===== config.mk =====
export PLATFORM = sky130hd
export DESIGN_NAME = psp_program_port
export DESIGN_NICKNAME = d
export VERILOG_FILES = /design/src/pkg/psp_pkg.sv /design/src/core/psp_program_port.sv
export SDC_FILE = /design/constraint.sdc
export NUM_CORES = 1
export LEC_CHECK = 0
export BUFFER_PORTS_ARGS = -buffer_cell sky130_fd_sc_hd__buf_2
export CORE_ASPECT_RATIO = 1.4
export CORE_MARGIN = 1.5
export CORE_UTILIZATION = 52
export DETAILED_ROUTE_END_ITERATION = 10
export PLACE_DENSITY = 0.86
export SLEW_MARGIN = 15
export SYNTH_ARGS = -nofsm -noshare
export SYNTH_HDL_FRONTEND = slang
export SYNTH_SLANG_ARGS = --single-unit

===== constraint.sdc =====
create_clock -name clock -period 4.4 [get_ports clock]
set_input_delay 0.44 -clock clock [delete_from_list [all_inputs] [get_ports clock]]
set_output_delay 0.44 -clock clock [all_outputs]
set_load 0.1 [all_outputs]

===== src/pkg/psp_pkg.sv =====
package psp_pkg;

    // Bus and register geometry
    localparam int BUS_W         = 10;
    localparam int REG_W         = 8;
    localparam int NUM_MODE_REGS = 4;
    localparam int SEL_MSB       = 9;
    localparam int SEL_LSB       = 8;
    localparam int NUM_SOURCES   = 6;

    // Register select codes on bus bits 9:8
    localparam logic [1:0] SEL_OPERATING_MODE = 2'h0;
    localparam logic [1:0] SEL_GAIN_OFFSET    = 2'h1;
    localparam logic [1:0] SEL_DARK_LEVEL     = 2'h2;
    localparam logic [1:0] SEL_COLUMN_BALANCE = 2'h3;

    // Reset values and operating mode write mask
    localparam logic [REG_W-1:0] MODE_REG_RESET  = 8'h00;
    localparam logic [BUS_W-1:0] START_RESET     = 10'h000;
    localparam logic [REG_W-1:0] OPMODE_WR_MASK  = 8'h7F;

    // Scan-end selector codes
    localparam logic [1:0] SCAN_END_READOUT_ROW = 2'h0;
    localparam logic [1:0] SCAN_END_RESET_ROW   = 2'h1;

    // Analog source selector codes and one-hot positions
    localparam logic [2:0] AIN_PIXEL_ARRAY = 3'h0;
    localparam logic [2:0] AIN_TEMP_SENSOR = 3'h1;
    localparam int         SRC_PIXEL       = 0;
    localparam int         SRC_TEMP        = 1;
    localparam int         SRC_EXT_BASE    = 2;

    // Level split points
    localparam logic [5:0] OFFSET_LOWER_FIRST  = 6'h20;
    localparam logic [7:0] LEVEL_LOWER_FIRST   = 8'h80;

    // Bus setup / strobe width / hold, for reference by the bench
    localparam int CLK_PERIOD_NS  = 25;
    localparam int STROBE_MIN_NS  = 100;
    localparam int STROBE_MIN_CYC = (STROBE_MIN_NS + CLK_PERIOD_NS - 1) / CLK_PERIOD_NS;

    typedef struct packed {
        logic       unused;
        logic [1:0] scan_end_sel;
        logic [2:0] ain_sel;
        logic       nondestructive_select;
        logic       standby;
    } psp_opmode_t;

    typedef struct packed {
        logic [5:0] offset;
        logic [1:0] gain;
    } psp_gain_offset_t;

endpackage : psp_pkg


===== src/core/psp_program_port.sv =====
`timescale 1ns/1ps
// Summary of operation
// - Ten-bit bus plus three load strobes
// - Start strobes take all ten bits
// - Mode strobe edge: bits 9:8 select, 7:0 written
// - Clear low zeroes mode registers only
// - Start values follow bus while strobe high
// - Mode registers capture on strobe rising edge
// - Select codes map to four mode registers
// - Operating mode fields: 6:5, 4:2, 1, 0
// - Scan-end selector routes pointer to pin
// - Analog selector picks pixel, temp, externals
// - Readout bit chooses nondestructive or destructive
// - Low-power bit disables bias drivers
// - Gain register: offset 7:2, gain 1:0
// - Offset code 0-31 raises, 32-63 lowers
// - Dark level used only nondestructive; halves split
// - Column balance codes 0-127 positive correction
// - Column balance codes 128-255 negative correction
// - Line start sets both row pointers' start
// - Column start sets column pointer start
module psp_program_port #(
    parameter int BUS_W = psp_pkg::BUS_W,
    parameter int REG_W = psp_pkg::REG_W
) (
    input  wire logic                      clock,
    input  wire logic                      rst,
    input  wire logic [BUS_W-1:0]          prog_bus,
    input  wire logic                      line_start_strobe,
    input  wire logic                      column_start_strobe,
    input  wire logic                      mode_reg_strobe,
    input  wire logic                      mode_reg_clear_n,
    input  wire logic                      readout_row_pointer,
    input  wire logic                      reset_row_pointer,
    input  wire logic                      column_pointer,
    output logic [BUS_W-1:0]               line_start_value,
    output logic [BUS_W-1:0]               column_start_value,
    output psp_pkg::psp_opmode_t           operating_mode,
    output psp_pkg::psp_gain_offset_t      gain_offset,
    output logic [REG_W-1:0]               readout_dark_level,
    output logic [REG_W-1:0]               column_bus_balance,
    output logic                           scan_end_output,
    output logic [psp_pkg::NUM_SOURCES-1:0] source_select,
    output logic                           nondestructive_select,
    output logic                           bias_enable,
    output logic [3:0]                     gain_stage_factor,
    output logic                           offset_raise,
    output logic                           dark_level_active,
    output logic                           dark_level_upper,
    output logic                           balance_negative
);

    logic [REG_W-1:0] mode_regs_r [psp_pkg::NUM_MODE_REGS];
    logic [BUS_W-1:0] line_start_r;
    logic [BUS_W-1:0] column_start_r;
    logic             mode_strobe_d_r;
    logic             mode_rise;
    logic             scan_end_r;
    logic [psp_pkg::NUM_SOURCES-1:0] source_r;
    logic [psp_pkg::NUM_SOURCES-1:0] source_nxt;
    logic [3:0]       gain_factor_r;
    logic [1:0]       reg_sel;
    psp_pkg::psp_opmode_t      opmode;
    psp_pkg::psp_gain_offset_t gain_offset_reg;

    assign reg_sel   = prog_bus[psp_pkg::SEL_MSB:psp_pkg::SEL_LSB];
    assign mode_rise = mode_reg_strobe && !mode_strobe_d_r;

    always_ff @(posedge clock) begin
        if (rst) begin
            mode_strobe_d_r <= 1'b0;
        end else begin
            mode_strobe_d_r <= mode_reg_strobe;
        end
    end

    always_ff @(posedge clock) begin
        if (rst) begin
            line_start_r <= psp_pkg::START_RESET;
        end else if (line_start_strobe) begin
            line_start_r <= prog_bus;
        end
    end

    always_ff @(posedge clock) begin
        if (rst) begin
            column_start_r <= psp_pkg::START_RESET;
        end else if (column_start_strobe) begin
            column_start_r <= prog_bus;
        end
    end

    // bit 7 of operating mode masked
    for (genvar i = 0; i < psp_pkg::NUM_MODE_REGS; i++) begin : g_mode
        localparam logic [REG_W-1:0] WMASK =
            (i == int'(psp_pkg::SEL_OPERATING_MODE)) ? psp_pkg::OPMODE_WR_MASK : '1;
        always_ff @(posedge clock) begin
            if (rst || !mode_reg_clear_n) begin
                mode_regs_r[i] <= psp_pkg::MODE_REG_RESET;
            end else if (mode_rise && reg_sel == 2'(i)) begin
                mode_regs_r[i] <= prog_bus[REG_W-1:0] & WMASK;
            end
        end
    end

    assign opmode = mode_regs_r[psp_pkg::SEL_OPERATING_MODE];
    assign gain_offset_reg    = mode_regs_r[psp_pkg::SEL_GAIN_OFFSET];

    always_ff @(posedge clock) begin
        if (rst) begin
            scan_end_r <= 1'b0;
        end else if (opmode.scan_end_sel == psp_pkg::SCAN_END_READOUT_ROW) begin
            scan_end_r <= readout_row_pointer;
        end else if (opmode.scan_end_sel == psp_pkg::SCAN_END_RESET_ROW) begin
            scan_end_r <= reset_row_pointer;
        end else begin
            scan_end_r <= column_pointer;
        end
    end

    // one-hot source; unassigned codes select nothing
    always_comb begin
        source_nxt = '0;
        if (opmode.ain_sel == psp_pkg::AIN_PIXEL_ARRAY) begin
            source_nxt[psp_pkg::SRC_PIXEL] = 1'b1;
        end else if (opmode.ain_sel == psp_pkg::AIN_TEMP_SENSOR) begin
            source_nxt[psp_pkg::SRC_TEMP] = 1'b1;
        end else if (opmode.ain_sel[2]) begin
            source_nxt[psp_pkg::SRC_EXT_BASE + int'(opmode.ain_sel[1:0])] = 1'b1;
        end
    end

    always_ff @(posedge clock) begin
        if (rst) begin
            source_r <= '0;
        end else begin
            source_r <= source_nxt;
        end
    end

    // nominal gain 1, 2, 4, 8
    always_ff @(posedge clock) begin
        if (rst) begin
            gain_factor_r <= 4'h0;
        end else begin
            gain_factor_r <= 4'(4'h1 << gain_offset_reg.gain);
        end
    end

    assign line_start_value      = line_start_r;
    assign column_start_value    = column_start_r;
    assign operating_mode        = opmode;
    assign gain_offset           = gain_offset_reg;
    assign readout_dark_level    = mode_regs_r[psp_pkg::SEL_DARK_LEVEL];
    assign column_bus_balance    = mode_regs_r[psp_pkg::SEL_COLUMN_BALANCE];
    assign scan_end_output       = scan_end_r;
    assign source_select         = source_r;
    assign nondestructive_select = opmode.nondestructive_select;
    assign bias_enable           = !opmode.standby;
    assign gain_stage_factor     = gain_factor_r;
    assign offset_raise          = gain_offset_reg.offset < psp_pkg::OFFSET_LOWER_FIRST;
    // dark level only in nondestructive mode
    assign dark_level_active     = opmode.nondestructive_select;
    assign dark_level_upper      = readout_dark_level < psp_pkg::LEVEL_LOWER_FIRST;
    assign balance_negative      = column_bus_balance[REG_W-1];
endmodule : psp_program_port


# Word-level counts from Yosys, hierarchy flattened
# Memory sizes are Yosys's and may differ from the RTL's.
# Index checks and enable logic that the tools add are counted.
# classes
addsub,1
order_cmp,4
n_eq_ne,5
shifts,1
n_mux,26
bitwise,5
n_reduce_logical,15
# ops
cell,count
$mux 8,4
$mux 1,20
$lt 8x8->1 const B,1
$logic_and 1x1->1,6
$lt 6x6->1 const B,1
$eq 2x1->1 const B,2
$eq 2x2->1 const B,2
$logic_not 2->1,2
$lt 3x4->1 const B,1
$or 1x1->1,4
$reduce_or 4->1,1
$shl 1x2->4 const A,1
$add 2x2->3 const A,1
$demux 1 s3,1
$eq 3x1->1 const B,1
$ge 3x1->1 const B,1
$logic_not 1->1,3
$logic_not 3->1,1
$mux 2,1
$reduce_or 2->1,1
$logic_or 1x1->1,1
$not 1->1,1
# word_totals
ff_bits,32
ramBits,32
input_bits,19
out_inout_bits,69
mem_count,1
# mem_list
name,depth,width,read_ports,rd_clocked_by_memory_dff,wr,line_no,rtl
mode_regs_r,4,8,4,0,4,psp_program_port.sv:53,logic [REG_W-1:0] mode_regs_r [psp_pkg::NUM_MODE_REGS];

# Logic depth before layout (Yosys ltp)
# An unclocked memory read counts as a cell.
# logic_depth
depth_word,9
ltp_mapped,3

# Least setup slack after synthesis
# OpenSTA, ideal clock, no wires.
# synth_path
path_kind,register -> output
from,memory mode_regs_r[0][0]
to,output port bias_enable
t_arrival_ns,1.590
required_ns,3.960
setup_slack_ns,2.370
path_stages_with_launch,2
path_buffers,0
path_cell_list,edfxtp_1 inv_1
# synth_lines
item,line_no,rtl
start: declaration,psp_program_port.sv:53,
end: declaration,psp_program_port.sv:45,"output logic bias_enable,"

==> flow_summary.json <==
{
  "outcome": "finished clean",
  "met3_length_um": 304,
  "crit_chain": "buf_2, nand2_1, o21ai_0",
  "pin_count": 88,
  "routed.top_layer": "met4",
  "critPathSlowestCell": "o21ai_0",
  "setup_ws_ns": 2.49,
  "vias_per_cell": 4.93,
  "clk_pin_slew_ns": 0.07,
  "wl_met1_um": 1850,
  "drcViolationCount": 0,
  "leakage_nw": 1.41,
  "cp_top_family": "compound AO/OA/AOI/OAI gates",
  "h-tree-depth": 3,
  "layout_commonest_cell": "buf_2",
  "yosysWarnings": 0,
  "die_h_um": 83.8,
  "mostFrequentLayoutCells": "buf_2 (86), dfxtp_1 (32), edfxtp_1 (31)",
  "synth-seq-cells": 63,
  "gr-total-overflow": 0,
  "hold_path_class": "primary input to flip-flop",
  "drt-total-wl_um": 4690,
  "skew_ns": 0.00404,
  "critPathCaptureType": "flip-flop",
  "num-nets-final": 289,
  "cts_sinks": 63,
  "final_antenna_net_count": 0,
  "nFillCells": 365,
  "antenna_found_initial": 0,
  "drive_gt1_share_pct": 40.4,
  "rows": 29,
  "crit_type": "primary input to flip-flop",
  "diodes": 0,
  "slew_headroom_pct": 29.4,
  "critPathBufInv": 1,
  "setup_tns_ns": 0,
  "clk_latency_ns": 0.33,
  "synth_edf_count": 31,
  "wl_per_cell_um": 13.9,
  "synth_cell_type_count": 24,
  "final_util_pct": 67.4,
  "initial_core_util_pct": 53.9,
  "drt_pass1_iterations": 4,
  "regArea_um2": 1570,
  "synth_nets": 208,
  "async_reset_ff_share_pct": 0,
  "core_area_um2": 4500,
  "power_density_nw_per_um2": 500,
  "synth_flop_cell": "dfxtp_1",
  "wl_met2_um": 2460,
  "cts_tree": "built",
  "setup_viol": 0,
  "multiInputGateArea_um2": 702,
  "worstMarginPinSlew_ns": 1.05,
  "cts-root-buf": "clkbuf_8",
  "final.min_clock_period_ns": 1.91,
  "synthCells": 189,
  "cap_violations": 0,
  "arrival_ns": 1.86,
  "max_stage_delay_ns": 0.87,
  "peakVddDrop_mv": 0.396,
  "cts_hold_buf": 0,
  "clockBufferDepth": 2,
  "dieArea_um2": 5090,
  "fp.dieW_um": 60.7,
  "critPathMaxFanout": 13,
  "netlist_area_um2": 2430,
  "routabilityCongestion": 0.848,
  "vias": 1660,
  "grt_pass1_vias": 1576,
  "final-hold-violation-count": 0,
  "grt_pass1_wl_um": 7430,
  "synth_seq_area_share_pct": 64.7,
  "dp_hpwl_um": 3470,
  "io_buffers": 86,
  "fmax_mhz": 522,
  "grt.total_usage_pct": 20.1,
  "cp-start-kind": "primary input",
  "grt_max_degree": 33,
  "critPathRequiredTime_ns": 4.35,
  "final_max_slew_viol_count": 0,
  "finalCritPeriodShare_pct": 43.5,
  "postCtsSetupBuffers": 0,
  "grt_setup_unrepaired": "no",
  "drtIter0Drc": 45,
  "syn2layout_area_growth_pct": 24.9,
  "post-place-ws_ns": 2.12,
  "cts-buffers-inserted": 9,
  "total_power_mw": 1.51,
  "avgSynthCellArea_um2": 12.8,
  "cts-resized-gates": 0
}
-- sequential cells by signal (all words and copies together) (netlist names) --
name	flops
column_start_value	10
gain_stage_factor	4
line_start_value	10
mode_regs_r	31
mode_strobe_d_r	1
scan_end_output	1
source_select	6
-- cells in the mapped netlist, drive strengths merged (3+ instances only) --
master | number | area [µm²]
buf | 16 | 109
nor2 | 21 | 78.8
nand2b | 5 | 31.3
dfxtp | 32 | 641
edfxtp | 31 | 931
nor2b | 3 | 18.8
mux2i | 21 | 210
inv | 12 | 45.0
nor4 | 8 | 96.3
nor3b | 3 | 22.5
o21ai | 3 | 15.0
nor3 | 27 | 160
-- stage by stage --
stage / area (µm²) / instances / hold slack [ns]
global route: 3030 / 337 / 0.389
floorplan: 2430 / 189 / 0.568
CTS: 3030 / 337 / 0.365
global placement: 2830 / 321 / 0.469
finish: 3030 / 337 / 0.375
detailed placement: 2830 / 321 / 0.480
-- report_power, final --
part	leakage (nW)	switching (mW)	internal, mW
Combinational	0.694	0.292	0.0447
Sequential	0.613	0.0126	0.644
Clock	0.104	0.204	0.318
-- routing by layer --
metal  up-vias  global-route usage (%)
li1        820                       -
met1       761                    23.6
met2        71                    31.9
met3         8                    7.13
met4         0                    9.68
met5         -                       0
-- tightest hold or removal path: cells and delay by family --
family	cells	cell delay [ns]
buf+inv	1	0.10
mux	1	0.07
simple gates	1	0.07
-- final cells by class --
class                           count  share of cell area [%]
Sequential cell                    63                    51.8
Multi-Input combinational cell     98                    23.2
Timing Repair Buffer               86                    14.2
Clock buffer                       12                    4.46
Tap cell                           62                    2.56
Clock inverter                      4                    2.31
Inverter                           12                    1.49
-- final timing paths --
check | startpoint | endpoint | slack [ns] | cells after the start
min reg2reg | line_start_value[3]$_SDFFE_PP0P_ | line_start_value[3]$_SDFFE_PP0P_ | 0.49 | 2
max | prog_bus[8] | mode_regs_r[3][6]$_SDFFCE_PN0P_ | 2.49 | 3
min | prog_bus[6] | column_start_value[6]$_SDFFE_PP0P_ | 0.37 | 3
max reg2reg | mode_strobe_d_r$_SDFF_PP0_ | mode_regs_r[1][4]$_SDFFCE_PN0P_ | 2.64 | 2
-- logic make-up (layout without fill, tap and decap cells) --
kind of cell           Yosys count  count (layout)  synth area share [%]
AND/OR/NAND/NOR                 71              71                  18.9
flip-flops                      63              63                  64.7
buffers and inverters           28             114                  6.34
multiplexers                    21              21                  8.66
AO/OA/AOI/OAI                    5               5                  1.24
other                            1               1                 0.154
Power figures use the tool's default switching activity.
